--- src/tlc_defs.svh ---
// offsets, bit positions, reset values and timing constants for the thermal loop config registers
`ifndef TLC_DEFS_SVH
`define TLC_DEFS_SVH

`define TLC_OFS_LOOP_ONE 8'h36
`define TLC_OFS_LOOP_TWO 8'h37
`define TLC_OFS_CONFIG 8'h40

`define TLC_RST_LOOP_ONE 8'h00
`define TLC_RST_LOOP_TWO 8'h00
`define TLC_RST_CONFIG 8'h00
`define TLC_READ_UNMAPPED 8'h00

`define TLC_L1_R2_MSB 0
`define TLC_L1_R1_EN 5
`define TLC_L1_LOC_EN 6
`define TLC_L1_R2_EN 7
`define TLC_L2_R1_LO 0
`define TLC_L2_R1_HI 2
`define TLC_L2_LOC_LO 3
`define TLC_L2_LOC_HI 5
`define TLC_L2_R2_LO 6
`define TLC_L2_R2_HI 7

`define TLC_CFG_START 0
`define TLC_CFG_LOCK 1
`define TLC_CFG_READY 2
`define TLC_CFG_FULL_SPEED 3
`define TLC_CFG_POWER_DISP 4
`define TLC_CFG_SPINUP_DIS 5
`define TLC_CFG_TIMEOUT_DIS 6
`define TLC_CFG_SUPPLY_5V 7

`define TLC_DEC_BASE 11'h004
`define TLC_INC_BASE 11'h008
`define TLC_CYC_MAX 11'h400

`define TLC_CLK_PERIOD_NS 50
`define TLC_MON_CYCLE_MS 125
`define TLC_BUS_TIMEOUT_MS 25
`define TLC_NS_PER_MS 1000000

`define TLC_BITS_PER_BYTE 4'h8
`define TLC_SLAVE_ADDR 7'h2c

`endif

--- src/tlc_pkg.sv ---
// types shared by the thermal loop config register block
package tlc_pkg;
  typedef enum logic [8:0] {
    TLC_IDLE      = 9'b0_0000_0001,
    TLC_ADDR      = 9'b0_0000_0010,
    TLC_ACK_ADDR  = 9'b0_0000_0100,
    TLC_CMD       = 9'b0_0000_1000,
    TLC_ACK_CMD   = 9'b0_0001_0000,
    TLC_WDATA     = 9'b0_0010_0000,
    TLC_ACK_WDATA = 9'b0_0100_0000,
    TLC_RDATA     = 9'b0_1000_0000,
    TLC_RACK      = 9'b1_0000_0000
  } tlc_state_t;
endpackage

--- src/tlc_regs.sv ---
// two-wire bus slave with loop pacing, main configuration and lock logic
`timescale 1ns/1ps
`include "tlc_defs.svh"

module tlc_regs #(
  parameter logic [6:0] SLAVE_ADDR = `TLC_SLAVE_ADDR,
  parameter int MON_CYCLE_CLKS = (`TLC_MON_CYCLE_MS * `TLC_NS_PER_MS) / `TLC_CLK_PERIOD_NS,
  parameter int TIMEOUT_CLKS = (`TLC_BUS_TIMEOUT_MS * `TLC_NS_PER_MS) / `TLC_CLK_PERIOD_NS,
  parameter int CHANNELS = 3
) (
  input wire logic core_clk_in,
  input wire logic rst_in,
  input wire logic scl_in,
  input wire logic sda_in,
  output logic sda_out,
  output logic sda_oe_out,
  input wire logic power_good_in,
  input wire logic [CHANNELS-1:0] adjust_done_in,
  output logic [CHANNELS-1:0] decrease_ok_out,
  output logic [CHANNELS-1:0] increase_ok_out,
  output logic monitor_start_bit_out,
  output logic all_fans_full_speed_out,
  output logic spinup_pulse_disable_out,
  output logic bus_timeout_disable_out,
  output logic supply_5v_scale_out,
  output logic power_display_out,
  output logic config_locked_out
);
  tlc_pkg::tlc_state_t state;
  logic scl_prev;
  logic sda_prev;
  logic [3:0] bit_cnt;
  logic [7:0] rx_byte;
  logic [7:0] tx_byte;
  logic [7:0] pointer;
  logic is_read;
  logic nacked;
  logic [31:0] low_cnt;
  logic [31:0] mon_cnt;
  logic mon_tick;
  logic [7:0] loop_pacing_control_one;
  logic [7:0] loop_pacing_control_two;
  logic [7:0] main_configuration_one;
  logic wr_pulse;
  logic [7:0] wr_data;
  logic [7:0] rd_data;
  logic scl_rise;
  logic scl_fall;
  logic bus_start;
  logic bus_stop;
  logic bus_timeout;
  logic locked;
  logic [2:0] pacing_code [CHANNELS];
  logic dyn_enable [CHANNELS];

  assign scl_rise = scl_in & ~scl_prev;
  assign scl_fall = ~scl_in & scl_prev;
  assign bus_start = scl_in & scl_prev & sda_prev & ~sda_in;
  assign bus_stop = scl_in & scl_prev & ~sda_prev & sda_in;
  assign locked = main_configuration_one[`TLC_CFG_LOCK];
  // clock-stretch hosts that cannot take a timeout set the disable bit
  assign bus_timeout = ~main_configuration_one[`TLC_CFG_TIMEOUT_DIS]
    && (low_cnt >= 32'(TIMEOUT_CLKS));

  // open drain: the pin only ever pulls low
  assign sda_out = 1'b0;

  always_comb begin
    if (pointer == `TLC_OFS_LOOP_ONE) begin
      rd_data = loop_pacing_control_one;
    end else if (pointer == `TLC_OFS_LOOP_TWO) begin
      rd_data = loop_pacing_control_two;
    end else if (pointer == `TLC_OFS_CONFIG) begin
      rd_data = main_configuration_one;
    end else begin
      rd_data = `TLC_READ_UNMAPPED;
    end
  end

  always_ff @(posedge core_clk_in or posedge rst_in) begin
    if (rst_in) begin
      scl_prev <= 1'b1;
      sda_prev <= 1'b1;
    end else begin
      scl_prev <= scl_in;
      sda_prev <= sda_in;
    end
  end

  always_ff @(posedge core_clk_in or posedge rst_in) begin
    if (rst_in) begin
      low_cnt <= 32'h0000_0000;
    end else if (scl_in || state == tlc_pkg::TLC_IDLE) begin
      low_cnt <= 32'h0000_0000;
    end else if (low_cnt < 32'(TIMEOUT_CLKS)) begin
      low_cnt <= low_cnt + 32'h0000_0001;
    end
  end

  always_ff @(posedge core_clk_in or posedge rst_in) begin
    if (rst_in) begin
      state <= tlc_pkg::TLC_IDLE;
      bit_cnt <= 4'h0;
      rx_byte <= 8'h00;
      tx_byte <= 8'h00;
      pointer <= 8'h00;
      is_read <= 1'b0;
      nacked <= 1'b0;
      sda_oe_out <= 1'b0;
      wr_pulse <= 1'b0;
      wr_data <= 8'h00;
    end else begin
      wr_pulse <= 1'b0;
      if (bus_stop || bus_timeout) begin
        state <= tlc_pkg::TLC_IDLE;
        sda_oe_out <= 1'b0;
      end else if (bus_start) begin
        state <= tlc_pkg::TLC_ADDR;
        bit_cnt <= 4'h0;
        sda_oe_out <= 1'b0;
      end else begin
        case (state)
          tlc_pkg::TLC_ADDR, tlc_pkg::TLC_CMD, tlc_pkg::TLC_WDATA: begin
            if (scl_rise) begin
              rx_byte <= {rx_byte[6:0], sda_in};
              bit_cnt <= bit_cnt + 4'h1;
            end else if (scl_fall && bit_cnt == `TLC_BITS_PER_BYTE) begin
              bit_cnt <= 4'h0;
              if (state == tlc_pkg::TLC_ADDR) begin
                if (rx_byte[7:1] == SLAVE_ADDR) begin
                  sda_oe_out <= 1'b1;
                  is_read <= rx_byte[0];
                  state <= tlc_pkg::TLC_ACK_ADDR;
                end else begin
                  state <= tlc_pkg::TLC_IDLE;
                end
              end else if (state == tlc_pkg::TLC_CMD) begin
                pointer <= rx_byte;
                sda_oe_out <= 1'b1;
                state <= tlc_pkg::TLC_ACK_CMD;
              end else begin
                wr_pulse <= 1'b1;
                wr_data <= rx_byte;
                sda_oe_out <= 1'b1;
                state <= tlc_pkg::TLC_ACK_WDATA;
              end
            end
          end
          tlc_pkg::TLC_ACK_ADDR: begin
            if (scl_fall) begin
              bit_cnt <= 4'h0;
              if (is_read) begin
                sda_oe_out <= ~rd_data[7];
                tx_byte <= {rd_data[6:0], 1'b0};
                state <= tlc_pkg::TLC_RDATA;
              end else begin
                sda_oe_out <= 1'b0;
                state <= tlc_pkg::TLC_CMD;
              end
            end
          end
          tlc_pkg::TLC_ACK_CMD: begin
            if (scl_fall) begin
              sda_oe_out <= 1'b0;
              state <= tlc_pkg::TLC_WDATA;
            end
          end
          tlc_pkg::TLC_ACK_WDATA: begin
            if (scl_fall) begin
              sda_oe_out <= 1'b0;
              state <= tlc_pkg::TLC_WDATA;
            end
          end
          tlc_pkg::TLC_RDATA: begin
            if (scl_rise) begin
              bit_cnt <= bit_cnt + 4'h1;
            end else if (scl_fall) begin
              if (bit_cnt == `TLC_BITS_PER_BYTE) begin
                sda_oe_out <= 1'b0;
                state <= tlc_pkg::TLC_RACK;
              end else begin
                sda_oe_out <= ~tx_byte[7];
                tx_byte <= {tx_byte[6:0], 1'b0};
              end
            end
          end
          tlc_pkg::TLC_RACK: begin
            if (scl_rise) begin
              nacked <= sda_in;
              bit_cnt <= 4'h0;
            end else if (scl_fall) begin
              if (nacked) begin
                state <= tlc_pkg::TLC_IDLE;
              end else begin
                sda_oe_out <= ~rd_data[7];
                tx_byte <= {rd_data[6:0], 1'b0};
                state <= tlc_pkg::TLC_RDATA;
              end
            end
          end
          default: begin
            state <= tlc_pkg::TLC_IDLE;
          end
        endcase
      end
    end
  end

  // loop registers refuse writes silently once locked
  always_ff @(posedge core_clk_in or posedge rst_in) begin
    if (rst_in) begin
      loop_pacing_control_one <= `TLC_RST_LOOP_ONE;
      loop_pacing_control_two <= `TLC_RST_LOOP_TWO;
    end else if (wr_pulse && !locked) begin
      if (pointer == `TLC_OFS_LOOP_ONE) begin
        loop_pacing_control_one <= wr_data;
      end else if (pointer == `TLC_OFS_LOOP_TWO) begin
        loop_pacing_control_two <= wr_data;
      end
    end
  end

  // only reset clears the lock, so it models power cycling
  always_ff @(posedge core_clk_in or posedge rst_in) begin
    if (rst_in) begin
      main_configuration_one <= `TLC_RST_CONFIG;
    end else begin
      if (power_good_in) begin
        main_configuration_one[`TLC_CFG_READY] <= 1'b1;
      end
      if (wr_pulse && pointer == `TLC_OFS_CONFIG) begin
        main_configuration_one[`TLC_CFG_FULL_SPEED] <= wr_data[`TLC_CFG_FULL_SPEED];
        main_configuration_one[`TLC_CFG_SPINUP_DIS] <= wr_data[`TLC_CFG_SPINUP_DIS];
        if (!locked) begin
          main_configuration_one[`TLC_CFG_LOCK] <= wr_data[`TLC_CFG_LOCK];
          main_configuration_one[`TLC_CFG_START] <= wr_data[`TLC_CFG_START];
          main_configuration_one[`TLC_CFG_POWER_DISP] <= wr_data[`TLC_CFG_POWER_DISP];
          main_configuration_one[`TLC_CFG_TIMEOUT_DIS] <= wr_data[`TLC_CFG_TIMEOUT_DIS];
          main_configuration_one[`TLC_CFG_SUPPLY_5V] <= wr_data[`TLC_CFG_SUPPLY_5V];
        end
      end
    end
  end

  assign monitor_start_bit_out = main_configuration_one[`TLC_CFG_START];
  assign all_fans_full_speed_out = main_configuration_one[`TLC_CFG_FULL_SPEED];
  assign spinup_pulse_disable_out = main_configuration_one[`TLC_CFG_SPINUP_DIS];
  assign bus_timeout_disable_out = main_configuration_one[`TLC_CFG_TIMEOUT_DIS];
  assign supply_5v_scale_out = main_configuration_one[`TLC_CFG_SUPPLY_5V];
  assign power_display_out = main_configuration_one[`TLC_CFG_POWER_DISP];
  assign config_locked_out = locked;

  always_ff @(posedge core_clk_in or posedge rst_in) begin
    if (rst_in) begin
      mon_cnt <= 32'h0000_0000;
      mon_tick <= 1'b0;
    end else if (mon_cnt >= 32'(MON_CYCLE_CLKS - 1)) begin
      mon_cnt <= 32'h0000_0000;
      mon_tick <= 1'b1;
    end else begin
      mon_cnt <= mon_cnt + 32'h0000_0001;
      mon_tick <= 1'b0;
    end
  end

  assign pacing_code[0] = loop_pacing_control_two[`TLC_L2_R1_HI:`TLC_L2_R1_LO];
  assign pacing_code[1] = loop_pacing_control_two[`TLC_L2_LOC_HI:`TLC_L2_LOC_LO];
  assign pacing_code[2] = {loop_pacing_control_one[`TLC_L1_R2_MSB],
    loop_pacing_control_two[`TLC_L2_R2_HI:`TLC_L2_R2_LO]};
  assign dyn_enable[0] = loop_pacing_control_one[`TLC_L1_R1_EN];
  assign dyn_enable[1] = loop_pacing_control_one[`TLC_L1_LOC_EN];
  assign dyn_enable[2] = loop_pacing_control_one[`TLC_L1_R2_EN];

  // counts saturate at the longest interval so a stalled loop cannot wrap
  for (genvar ch = 0; ch < CHANNELS; ch++) begin : g_pace
    logic [10:0] cyc_cnt;
    logic active;
    assign active = dyn_enable[ch] & main_configuration_one[`TLC_CFG_START];
    always_ff @(posedge core_clk_in or posedge rst_in) begin
      if (rst_in) begin
        cyc_cnt <= 11'h000;
      end else if (!active || adjust_done_in[ch]) begin
        cyc_cnt <= 11'h000;
      end else if (mon_tick && cyc_cnt < `TLC_CYC_MAX) begin
        cyc_cnt <= cyc_cnt + 11'h001;
      end
    end
    always_ff @(posedge core_clk_in or posedge rst_in) begin
      if (rst_in) begin
        decrease_ok_out[ch] <= 1'b0;
        increase_ok_out[ch] <= 1'b0;
      end else begin
        decrease_ok_out[ch] <= active && !adjust_done_in[ch]
          && cyc_cnt >= (`TLC_DEC_BASE << pacing_code[ch]);
        increase_ok_out[ch] <= active && !adjust_done_in[ch]
          && cyc_cnt >= (`TLC_INC_BASE << pacing_code[ch]);
      end
    end
  end
endmodule

--- config.mk ---
export PLATFORM = sky130hd
export DESIGN_NAME = tlc_regs
export DESIGN_NICKNAME = d
export VERILOG_FILES = /design/src/tlc_pkg.sv /design/src/tlc_regs.sv
export VERILOG_INCLUDE_DIRS = /design/src
export SDC_FILE = /design/constraint.sdc
export NUM_CORES = 1
export LEC_CHECK = 0
export ABC_AREA = 1
export BUFFER_PORTS_ARGS = -buffer_cell sky130_fd_sc_hd__buf_2
export CAP_MARGIN = 20
export CORE_MARGIN = 5
export CORE_UTILIZATION = 55
export CTS_CLUSTER_SIZE = 40
export DETAILED_ROUTE_END_ITERATION = 7
export PLACE_DENSITY = 0.71
export SKIP_CTS_REPAIR_TIMING = 1
export SYNTH_ARGS = -nofsm -noshare
export SYNTH_HDL_FRONTEND = slang
export SYNTH_SLANG_ARGS = --single-unit
--- constraint.sdc ---
create_clock -name core_clk_in -period 10.58 [get_ports core_clk_in]
set_input_delay 0.529 -clock core_clk_in [delete_from_list [all_inputs] [get_ports core_clk_in]]
set_output_delay 0.529 -clock core_clk_in [all_outputs]
set_load 0.01 [all_outputs]
## After elaboration in Yosys (flattened, before gate mapping)

Index checks and enable logic that the tools add are counted.

- Register bits after elaboration: 179
- Input port bits: 8
- Output and inout bits: 15
- Logic and storage cells: 233

- $add $sub $neg: 6
- Magnitude comparators: 12
- Eq/ne operators: 37
- Shift-type cells: 6
- Multiplexer cells: 70
- Bitwise operators: 24
- Reduce and logical (&&, ||, !) cells: 49

Operators with widths:

| cell | number |
|---|---|
| $mux 9 | 12 |
| $mux 8 | 13 |
| $mux 32 | 3 |
| $ge 11x11->1 | 6 |
| $mux 11 | 6 |
| $add 32x1->32 const B | 2 |
| $pmux 9 s5 | 1 |
| $ne 4x4->1 const B | 10 |
| $add 11x1->11 const B | 3 |
| $lt 11x11->1 const B | 3 |
| $shl 3x3->11 const A | 3 |
| $shl 4x3->11 const A | 3 |
| $ge 32x19->1 const B | 1 |
| $ge 32x22->1 const B | 1 |
| $lt 32x19->1 const B | 1 |
| $mux 4 | 6 |
| $pmux 8 s3 | 1 |
| $mux 1 | 23 |
| $reduce_and 11->1 | 2 |
| $reduce_and 7->1 | 3 |
| $eq 8x6->1 const B | 2 |
| $logic_and 1x1->1 | 16 |
| $ne 2x2->1 const B | 8 |
| $pmux 4 s4 | 1 |
| other kinds (35) | 74 |

## Depth between registers and ports, before layout

Gate-level depths: netlist of run 1.

- Depth in word-level cells: 11
- Mapped depth: 14
- Depth with buffers taken out: 14

## Worst setup path before layout of run 1

Ideal clock, no wire load.

- Path kind: reg2reg
- Start: register low_cnt[30]
- End: register pointer[7]
- Library setup time: 0.119 ns
- Arrival: 1.726 ns
- Required time: 10.461 ns
- Slack: 8.735 ns
- Stages on the path, launching flop included: 14
- Path buffers: 1
- Period minus slack after synthesis: 1.845 ns
- Cell sequence: dfrtp_1 -> inv_1 -> nand2_1 -> nor2_1 -> nand2_1 -> nor2_1 -> nand3_4 -> a21oi_4 -> nand2_4 -> nor2_4 -> nand2_2 -> buf_6 -> nand2_1 -> o21ai_2

- Word-level cells in the longest chain between the ends: 5

RTL lines:

| element | line | source |
|---|---|---|
| from (decl) | tlc_regs.sv:38 | `logic [31:0] low_cnt;` |
| from (signal assigned) | tlc_regs.sv:96 | `low_cnt <= low_cnt + 32'h0000_0001;` |
| $ge 32x19->1 | tlc_regs.sv:63 | `&& (low_cnt >= 32'(TIMEOUT_CLKS));` |
| $logic_and 1x1->1 | tlc_regs.sv:62 | `` assign bus_timeout = ~main_configuration_one[`TLC_CFG_TIMEOUT_DIS] `` |
| $logic_or 1x1->1 | tlc_regs.sv:114 | `if (bus_stop \|\| bus_timeout) begin` |
| $not 1->1 (no line) | - |  |
| $reduce_and 7->1 (no line) | - |  |
| to (signal assigned) | tlc_regs.sv:138 | `pointer <= rx_byte;` |
| to (decl) | tlc_regs.sv:35 | `logic [7:0] pointer;` |

No other way between the ends.
A chain may end at the register's enable or synchronous reset.

## Final worst setup path of run 1

- Start: register low_cnt[31]
- End: register pointer[0]

The elaborated chain is that of the path after synthesis.

==> impl_results.md, run 1 <==
- Status: completed
- Final worst path period share: 21.82%
- Clock Tree Root: clkbuf_16
- Pre-Repair DR Iteration Count: 4
- Vias in the first global route: 7616
- RR Endpoint: pointer[0]
- Post-synthesis sequential area ratio: 46.15%
- Max-cap violations: 0
- Setup CP Type: reg -> reg
- Post-synth top flop: dfrtp_1
- Post-synth EDFFs: 0
- HPWL Detailed: 14590 µm
- CP Launch Type: flop
- Num CTS Buffers: 17
- Crit. End Element: flop
- Critical Path Fanout Max: 16
- F_max: 0.4332 GHz
- Vias per cell: 5.362
- Library cells used by synthesis: 47
- Syn Inst Count: 1214
- Initial Util: 56.04%
- Row cnt: 48
- CTS Buffer Depth: 2
- Worst Path Required: 10.89 ns
- Cell with the most instances after synthesis: nand2_1
- Worst-path clk slew: 0.07 ns
- Setup tns final: 0 ns
- Largest net degree at the start of global routing: 111
- Minimum clock period: 2.308 ns
- CTS tree: yes
- Ports: 23
- RSZ-0062 raised after global routing: false
- Tightest Hold Check Type: in -> async
- Setup WS pre-CTS: 8.226 ns
- Worst R2R Setup Slack: 8.27 ns
- Die X: 142.5 µm
- Most area-hungry cell type in the Yosys netlist: dfrtp_1
- Core ar.: 17240 µm²
- PnR worst setup slack: 8.272 ns
- CTS H-tree depth: 4
- Worst R2R Start: low_cnt[31]
- Diodes inserted: 0
- Peak supply drop: 0.0001174 V
- Synth top area share: 45.34%
- P_leak: 4.996 nW
- Final hold vios: 0
- Number of port buffers: 21
- Final wirelength: 20190 µm
- Overflow after GRT: 0
- Final nets: 1319
- Asr flop ratio synth: 100.0%
- Die ar.: 20310 µm²
- Worst-margin pin slew: 0.8547 ns
- Avg WL per Cell: 13.55 µm
- Residual DRC count: 0
- Die H: 142.5 µm
- RD Place Congestion: 0.9145
- Overall routing resource usage: 21.05%
- Yosys reg bits: 178
- Yosys warns: 0
- Setup Skew: 0.01209 ns
- Fillers: 1530
- Clock sinks: 178
- Post-route ant nets: 0
- Pwr dens: 130.7 nW/µm²
- Share of cells above drive strength 1: 6.798%
- Clock Latency Late Sink: 0.43 ns
- Initial antenna violation count: 0
- First-pass GRT wire length: 35120 µm
- Final setup fails: 0
- Area growth from synthesis to layout: 10.65%
- Pins Over Slew Limit: 0
- Slew margin rel.: 43.02%
- Synth top cells by count: nand2_1 (261), dfrtp_1 (175), inv_1 (168), nor2_1 (134), o21ai_0 (104)
- Final Core Density: 62.01%
- Avg Cell Area, Syn: 7.957 µm²
- 1st-iter DRT viols: 429
- Most area-consuming cells after synthesis: dfrtp_1 (45%), nand2_1 (10%), ha_1 (7.6%)
- DR vias: 7990
- Post-Syn Area: 9659 µm²
- Worst r2r path cells: 12
- Crit path DAT: 2.62 ns
[report_power, final]
group / switching [mW] / internal [mW]
clock network: 0.278 / 0.391
registers: 0.00395 / 0.688
logic: 0.0284 / 0.00835
[state kept, by name (all words and copies together) (netlist names), 4 cells and up]
name	count
tx_byte	7
low_cnt	32
g_pace.cyc_cnt	33
pointer	8
loop_pacing_control_two	8
main_configuration_one	8
wr_data	8
mon_cnt	32
loop_pacing_control_one	8
rx_byte	8
state	9
bit_cnt	4
[cells in the final DEF, fill, tap and decap left out, drive strengths merged, types with 4 or more instances in the layout]
cell / n
o211ai: 4
o21ai: 112
clkinv: 4
clkbuf: 20
ha: 59
xor2: 10
nand2: 265
nor4: 11
nand4: 16
o2111ai: 6
nor3: 38
a211oi: 4
nand3: 85
dfrtp: 175
nor3b: 5
nor2: 138
buf: 25
conb: 11
inv: 176
a21oi: 68
a31oi: 5
[worst max-delay path, cell delays in order, from the launching register on]
cell and delay (ns):
dfrtp_1 0.36, inv_1 0.07, nand2_1 0.05, nor2_1 0.11, nand2_1 0.06, nor2_1 0.19
nand3_4 0.22, a21oi_4 0.33, nand2_4 0.18, nor2_4 0.15, nand2_2 0.24, nand2_1 0.16
o21ai_2 0.06
[kinds of logic (layout without fill, tap and decap cells)]
group	Yosys count	count (layout)	synth area share (%)
flops	178	178	46.15
mux	1	1	0.1036
simple gates	563	563	25.05
compound gates	211	211	12.36
fa+ha+maj	59	59	7.643
other cells	1	11	0.03882
buf+inv	188	229	7.474
xor+xnor	13	13	1.179
[per-stage QoR]
stage	power, mW	hold WS, ns	cells	area [µm²]
2_1_floorplan	0.7301	0.4329	1224	9697
3_3_place_gp	0.7402	0.4504	1457	10030
3_5_place_dp	0.7415	0.4576	1457	10030
4_1_cts	1.412	0.2194	1489	10660
5_1_grt	1.451	0.02664	1490	10690
6_report	1.397	0.02703	1490	10690
[metal layers]
layer / GRT usage [%] / vias to the layer above / share of wire [%]
met2: 34.97 / 199 / 48
met5: 0 / - / 0
met3: 4.099 / 39 / 4.3
li1: - / 4052 / -
met1: 27.67 / 3700 / 46
met4: 7.354 / 0 / 2.4
[area by class of cell]
class	count	area (µm²)	area share [%]
Clock inverter	12	168.9	1.580
Inverter	172	650.6	6.088
Tap cell	225	281.5	2.634
Timing Repair Buffer	25	155.1	1.452
Sequential cell	178	4458	41.71
Clock buffer	20	456.7	4.273
Multi-Input combinational cell	858	4517	42.26
[worst max-delay path by stage]
stage / start / to / slack, ns / depth (start not counted)
floorplan: rst_in / bit_cnt[0] / 5.23 / 1
global placement: rst_in / mon_cnt[3] / 8.26 / 3
detailed placement: rst_in / mon_cnt[1] / 8.23 / 3
CTS: state[6] / low_cnt[3] / 8.25 / 7
global route: low_cnt[30] / pointer[6] / 7.98 / 12
finish: low_cnt[31] / pointer[0] / 8.27 / 12
Note: power is estimated with default switching activity, not from simulation.
==> inputs of run 2 (changes only) <==
--- a/config.mk
+++ b/config.mk
@@ -6,14 +6,14 @@
 export SDC_FILE = /design/constraint.sdc
 export NUM_CORES = 1
 export LEC_CHECK = 0
-export ABC_AREA = 1
+export ABC_AREA = 0
 export BUFFER_PORTS_ARGS = -buffer_cell sky130_fd_sc_hd__buf_2
 export CAP_MARGIN = 20
 export CORE_MARGIN = 5
 export CORE_UTILIZATION = 55
 export CTS_CLUSTER_SIZE = 40
 export DETAILED_ROUTE_END_ITERATION = 7
-export PLACE_DENSITY = 0.71
+export PLACE_DENSITY = 0.74
 export SKIP_CTS_REPAIR_TIMING = 1
 export SYNTH_ARGS = -nofsm -noshare
 export SYNTH_HDL_FRONTEND = slang
==> constraint.sdc (replaced) <==
create_clock -name core_clk_in -period 1.91 [get_ports core_clk_in]
set_input_delay 0.0955 -clock core_clk_in [delete_from_list [all_inputs] [get_ports core_clk_in]]
set_output_delay 0.0955 -clock core_clk_in [all_outputs]
set_load 0.01 [all_outputs]
==> impl_results.md, run 2 <==
- Failing checks: setup timing
- Synth top cells by count: dfrtp_1 (175), nor2_1 (99), ha_1 (59), mux2_2 (57), nand2_1 (49)
- Met2 Wirelength: 11050 µm (+15%)
- Core ar.: 16700 µm² (-3.1%)
- Final wirelength: 21760 µm (+7.8%)
- Buf/Inv on CP: 0 (-1)
- P_leak: 5.328 nW (+6.6%)
- 1st-iter DRT viols: 453 (+5.6%)
- Commonest non-fill, non-tap cell in the layout: dfrtp_1
- Post-synthesis sequential area ratio: 47.39% (+1.2 points)
- Setup tns final: -26.51 ns (-26.51 ns)
- F_max: 0.4015 GHz (-7.3%)
- Row cnt: 47 (-2.1%)
- Crit. End Element: flop
- Routed wire length on met3: 733 µm (-15%)
- Most area-hungry cell type in the Yosys netlist: dfrtp_1
- Avg WL per Cell: 17.07 µm (+26%)
- RR Endpoint: low_cnt[7]
- Placed Instances: 1226 (-16%)
- Num CTS Buffers: 17 (unchanged)
- RD Place Congestion: 0.8549 (-6.5%)
- Pre-Repair DR Iteration Count: 5 (+1)
- CTS tree: yes
- Hold Slack: 0.1907 ns (+0.1636 ns)
- Largest net degree at the start of global routing: 60 (-46%)
- Synth top area share: 46.55% (+1.2 points)
- CTS H-tree depth: 4 (unchanged)
- Yosys reg bits: 178 (unchanged)
- Library cells used by synthesis: 69 (+47%)
- Asr flop ratio synth: 100.0% (unchanged)
- Worst r2r path cells: 6 (-6)
- Critical path, cell by cell: or4_4 > o211a_4 > or3_4 > or4_4 > xor2_1 > nor2_1
- Setup Skew: 0.009110 ns (-0.002976 ns)
- Post-route ant nets: 0 (unchanged)
- Worst R2R Setup Slack: -0.58 ns (-8.85 ns)
- DR top layer: met4
- Register area: 4462 µm² (about the same)
- Die X: 140.8 µm (-1.2%)
- Most frequent CP cell: or4_4
- Final setup fails: 78 (+78)
- Area growth from synthesis to layout: 29.73%
- Worst-path clk slew: 0.07 ns (about the same)
- Worst R2R Start: low_cnt[12]
- Tightest Hold Check Type: in -> async
- First-pass GRT wire length: 34200 µm (-2.6%)
- Max FFs per register: 33 (unchanged)
- Max incr delay on CP: 0.54 ns (+0.18 ns)
- Flop pwr share: 48.9% (-0.6 points)
- Setup CP Type: reg -> reg
- Ports: 23 (unchanged)
- Diodes inserted: 0 (unchanged)
- Largest register by flop count: g_pace.cyc_cnt
- Non-Filler Instances: 1275 (-14%)
- Peak supply drop: 0.0006172 V (+430%)
- Status: finished with violations
- HPWL Detailed: 14060 µm (-3.6%)
- Cell with the most instances after synthesis: dfrtp_1
- Part of the power in the clock network: 48.4% (+0.6 points)
- Final worst path period share: 130.4% (+110 points)
- Number of port buffers: 21 (unchanged)
- Residual DRC count: 0 (unchanged)
- RSZ-0062 raised after global routing: true
- Minimum clock period: 2.491 ns (+0.1823 ns)
- Critical Path Fanout Max: 4 (-12)
- Die H: 140.8 µm (-1.2%)
- Vias per cell: 5.724 (+6.7%)
- Syn Inst Count: 899 (-26%)
- Worst-margin pin slew: 0.5174 ns (-0.3373 ns)
- Switching fraction of total power: 21.17% (-1.0 points)
- Commonest non-fill, non-tap cells in the layout: dfrtp_1 (172), buf_4 (106), nor2_1 (96)
- Fillers: 1118 (-27%)
- Net switching power: 1.645 mW (+430%)
- PnR worst setup slack: -0.5806 ns (-8.852 ns)
- Post-synth EDFFs: 0 (unchanged)
- Biggest regs: g_pace.cyc_cnt (33), low_cnt (32), mon_cnt (32)
- Overflow after GRT: 0 (unchanged)
- Slew margin rel.: 65.40% (+22 points)
- DR vias: 7298 (-8.7%)
- Clock Tree Root: clkbuf_16
- Worst Path Required: 2.26 ns (-8.63 ns)
- Yosys warns: 0 (unchanged)
- Post-synth top flop: dfrtp_1
- Final nets: 1109 (-16%)
- Final Core Density: 73.07% (+11 points)
- Vias in the first global route: 7028 (-7.7%)
- Routed length on met1: 9371 µm (+1.3%)
- Most area-consuming cells after synthesis: dfrtp_1 (47%), ha_1 (7.8%), mux2_2 (6.8%)
- Combinational power share: 2.7% (about the same)
- Pwr dens: 636.5 nW/µm² (+390%)
- Crit path DAT: 2.84 ns (+0.22 ns)
- CTS Buffer Depth: 2 (unchanged)
- Max-cap violations: 0 (unchanged)
- Die ar.: 19820 µm² (-2.4%)
- Initial Util: 56.32% (+0.28 points)
- CP Launch Type: flop
- CP delay by family, top: simple AND/OR/NAND/NOR gates
- Pins Over Slew Limit: 0 (unchanged)
- Final hold vios: 0 (unchanged)
- Avg Cell Area, Syn: 10.46 µm² (+32%)
- Post-Syn Area: 9407 µm² (-2.6%)
- Overall routing resource usage: 21.01% (-0.035 points)
- CP max stage cell: or4_4
- Clock Latency Late Sink: 0.43 ns (about the same)
- Share of cells above drive strength 1: 32.89% (+26 points)
- Initial antenna violation count: 0 (unchanged)
- Clock sinks: 178 (unchanged)
- Internal power: 6.123 mW (+460%)
- Area of the multi-input gates: 5458 µm² (+21%)
[run 2: worst max-delay path by stage]
| stage | from | depth (start not counted) | slack [ns] | to |
|---|---|---|---|---|
| after floorplan | low_cnt[10] | 7 | -0.56 | low_cnt[7] |
| after global placement | low_cnt[12] | 6 | -0.52 | tx_byte[3] |
| after detailed placement | low_cnt[12] | 6 | -0.57 | tx_byte[4] |
| after CTS | low_cnt[12] | 6 | -0.64 | low_cnt[7] |
| after global routing | low_cnt[30] | 7 | -0.68 | low_cnt[7] |
| final | low_cnt[12] | 6 | -0.58 | low_cnt[7] |
[run 2: power groups by stage]
stage          combinational, mW  sequential [mW]  clock [mW]
2_1_floorplan              0.108             3.87           0
3_3_place_gp               0.194             3.87           0
3_5_place_dp               0.197             3.87           0
4_1_cts                    0.198             3.80        3.81
5_1_grt                    0.236             3.80        3.99
6_report                   0.208             3.80        3.76
[run 2: kinds of logic after synthesis]
kind of cell | count (synthesis) | synth area share, %
AOI/OAI and AO/OA | 121 | 9.019
adders and majority gates | 59 | 7.848
xor gates and xnor gates | 67 | 6.238
DFF | 178 | 47.39
muxes | 61 | 7.249
buffers and inverters | 61 | 2.594
other | 1 | 0.03987
and+or+nand+nor | 351 | 19.62
[run 2: area by class of cell]
type | instances | area share, %
multi-input cells | 670 | 44.72
flip-flops and latches | 178 | 36.56
repair buffers | 152 | 10.52
clock buffers | 19 | 3.712
well taps | 220 | 2.256
clock inverters | 13 | 1.487
inverters | 23 | 0.7382
[run 2: metrics by stage]
step / setup slack, ns / area [µm²] / power, mW
after floorplan: -0.5602 / 9921 / 3.976
after global placement: -0.5217 / 11010 / 4.062
after detailed placement: -0.5724 / 11010 / 4.065
after CTS: -0.6450 / 11650 / 7.807
after global routing: -0.6831 / 12200 / 8.022
final: -0.5806 / 12200 / 7.768
[run 2: metal layers]
layer / vias up / track usage, %
met5: - / 0
met4: 0 / 7.139
met3: 42 / 3.860
met2: 141 / 35.18
met1: 3614 / 27.68
li1: 3501 / -
[run 2: worst reg2reg max path: cells and delay by family, from the launching register on]
kind | cells | cell delay, ns
compound gates | 1 | 0.29
xor+xnor | 1 | 0.16
flops | 1 | 0.38
simple gates | 4 | 1.59
==> inputs of run 3 (changes only) <==
--- a/config.mk
+++ b/config.mk
@@ -9,11 +9,13 @@
 export ABC_AREA = 0
 export BUFFER_PORTS_ARGS = -buffer_cell sky130_fd_sc_hd__buf_2
 export CAP_MARGIN = 20
+export CELL_PAD_IN_SITES_DETAIL_PLACEMENT = 1
+export CELL_PAD_IN_SITES_GLOBAL_PLACEMENT = 1
 export CORE_MARGIN = 5
-export CORE_UTILIZATION = 55
+export CORE_UTILIZATION = 46
 export CTS_CLUSTER_SIZE = 40
 export DETAILED_ROUTE_END_ITERATION = 7
-export PLACE_DENSITY = 0.74
+export PLACE_DENSITY = 0.77
 export SKIP_CTS_REPAIR_TIMING = 1
 export SYNTH_ARGS = -nofsm -noshare
 export SYNTH_HDL_FRONTEND = slang
==> impl_results.md, run 3 (synthesis results as in run 2) <==
- Critical path, cell by cell: or4_4 > o211a_4 > or3_4 > buf_8 > nor4_2 > xnor2_1 > nor2_1
- Crit path DAT: 2.77 ns (-0.07 ns)
- Worst R2R Setup Slack: -0.54 ns (+0.04 ns)
- Largest net degree at the start of global routing: 126 (+110%)
- Post-route cell area: 12120 µm² (-0.70%)
- Area of the multi-input gates: 5443 µm² (-0.28%)
- Initial antenna violation count: 0 (unchanged)
- Ports: 23 (unchanged)
- Cell Area, Placed: 11050 µm² (+0.36%)
- Die H: 153 µm (+8.7%)
- F_max: 0.4086 GHz (+1.8%)
- Met1 GRT Util: 26.53% (-1.1 points)
- Fillers: 2122 (+90%)
- Commonest non-fill, non-tap cells in the layout: dfrtp_1 (171), buf_4 (115), nor2_1 (94)
- Area growth from synthesis to layout: 28.82%
- Crit. End Element: flop
- Net switching power: 1.730 mW (+5.2%)
- Final nets: 1112 (+0.27%)
- Part of the power in the clock network: 45.9% (-2.5 points)
- GRT busiest layer: met2
- Minimum clock period: 2.447 ns (-0.04313 ns)
- DR vias: 7517 (+3.0%)
- Flop pwr share: 51.3% (+2.4 points)
- Worst-margin pin slew: 0.6974 ns (+0.1800 ns)
- Setup Skew: 0.01318 ns (+0.004071 ns)
- Clock Latency Late Sink: 0.44 ns (about the same)
- Largest register by flop count: g_pace.cyc_cnt
- Share of cells above drive strength 1: 33.18% (+0.28 points)
- Post-route ant nets: 0 (unchanged)
- Pre-Repair DR Iteration Count: 4 (-1)
- Worst R2R Start: low_cnt[12]
- Peak supply drop: 0.0005373 V (-13%)
- Number of port buffers: 21 (unchanged)
- Diodes inserted: 0 (unchanged)
- Max FFs per register: 33 (unchanged)
- CP Launch Type: flop
- Pins Over Slew Limit: 0 (unchanged)
- RSZ-0062 raised after global routing: true
- Final setup fails: 73 (-6.4%)
- Overflow after GRT: 0 (unchanged)
- First-pass GRT wire length: 41230 µm (+21%)
- Worst-path clk slew: 0.07 ns (about the same)
- Worst Path Required: 2.23 ns (-0.03 ns)
- Die ar.: 23410 µm² (+18%)
- Hold Slack: 0.1896 ns (-0.001073 ns)
- Vias per cell: 5.660 (-1.1%)
- Max-cap violations: 0 (unchanged)
- Initial Util: 46.64% (-9.7 points)
- CP delay by family, top: simple AND/OR/NAND/NOR gates
- CTS H-tree depth: 4 (unchanged)
- Commonest non-fill, non-tap cell in the layout: dfrtp_1
- 1st-iter DRT viols: 350 (-23%)
- Row cnt: 52 (+11%)
- Biggest regs: g_pace.cyc_cnt (33), low_cnt (32), mon_cnt (32)
- Final worst path period share: 128.1% (-2.3 points)
- HPWL Detailed: 17400 µm (+24%)
- GR Util met2: 38.88% (+3.7 points)
- Met3 GRT Util: 3.534% (-0.33 points)
- Status: finished with violations
- Power Total: 7.398 mW (-4.8%)
- Hold_sp: adjust_done_in[0]
- Combinational power share: 2.7% (about the same)
- Max incr delay on CP: 0.54 ns (about the same)
- Critical Path Fanout Max: 9 (+5)
- Failing checks: setup timing
- CP max stage cell: or4_4
- Final hold vios: 0 (unchanged)
- P_leak: 5.253 nW (-1.4%)
- Clock Tree Root: clkbuf_16
- Buf/Inv on CP: 1 (+1)
- Vias in the first global route: 8088 (+15%)
- Internal power: 5.667 mW (-7.4%)
- Residual DRC count: 0 (unchanged)
- Overall routing resource usage: 21.39% (+0.38 points)
- Num CTS Buffers: 17 (unchanged)
- Tightest Hold Check Type: in -> reg
- Avg WL per Cell: 20.43 µm (+20%)
- Setup crit start: low_cnt[12]
- PnR worst setup slack: -0.5375 ns (+0.04313 ns)
- CTS tree: yes
- Slew margin rel.: 53.51% (-12 points)
- Final wirelength: 27130 µm (+25%)
- Register area: 4463 µm² (about the same)
- Core ar.: 20170 µm² (+21%)
- Switching fraction of total power: 23.39% (+2.2 points)
- Pwr dens: 610.5 nW/µm² (-4.1%)
- Setup CP Type: reg -> reg
- Die X: 153 µm (+8.7%)
- Clock sinks: 178 (unchanged)
- CTS Buffer Depth: 2 (unchanged)
- RD Place Congestion: 0.8180 (-4.3%)
## run 3: metal layers
metal	routed length, µm	vias up
met3	748	38
met1	11290	3882
met5	0	-
met2	14540	108
li1	-	3489
met4	557	0
## run 3: metrics by stage
| stage | std cells | setup slack (ns) | TNS (ns) | utilization [%] |
|---|---|---|---|---|
| 2_1_floorplan | 909 | -0.5602 | -105.21 | - |
| 3_3_place_gp | 1278 | -0.5391 | -25.91 | 54.80 |
| 3_5_place_dp | 1278 | -0.6400 | -31.27 | 54.80 |
| 4_1_cts | 1310 | -0.6733 | -34.90 | 57.57 |
| 5_1_grt | 1328 | -0.6274 | -33.78 | 60.08 |
| 6_report | 1328 | -0.5375 | -27.48 | 60.08 |
## run 3: worst paths after layout
| kind | endpoint | depth (start not counted) |
|---|---|---|
| setup reg to reg | low_cnt[14] | 7 |
| max in group asynchronous | loop_pacing_control_two[5] | 4 |
| hold / removal | g_pace[0].cyc_cnt[0] | 4 |
| setup / recovery | low_cnt[14] | 7 |
| min in group asynchronous | mon_cnt[30] | 4 |
| hold reg to reg | low_cnt[20] | 1 |
## run 3: worst reg2reg max path, stage by stage, from the launching register on
cell and delay [ns]:
dfrtp_1 0.38, or4_4 0.54, o211a_4 0.29, or3_4 0.38, buf_8 0.18, nor4_2 0.31, xnor2_1 0.18, nor2_1 0.07
## run 3: final cells by class
cell class / instances / area share, %
flip-flops and latches: 178 / 36.83
well taps: 270 / 2.788
multi-input cells: 670 / 44.91
repair buffers: 155 / 10.11
clock buffers: 22 / 3.996
clock inverters: 10 / 0.6195
inverters: 23 / 0.7434
## run 3: power by group through the flow
stage	Clock (mW)	Sequential (mW)	Combinational, mW
after global placement	0	3.87	0.187
after global routing	3.63	3.80	0.231
after CTS	3.42	3.80	0.194
final	3.40	3.80	0.203
after floorplan	0	3.87	0.108
after detailed placement	0	3.87	0.192
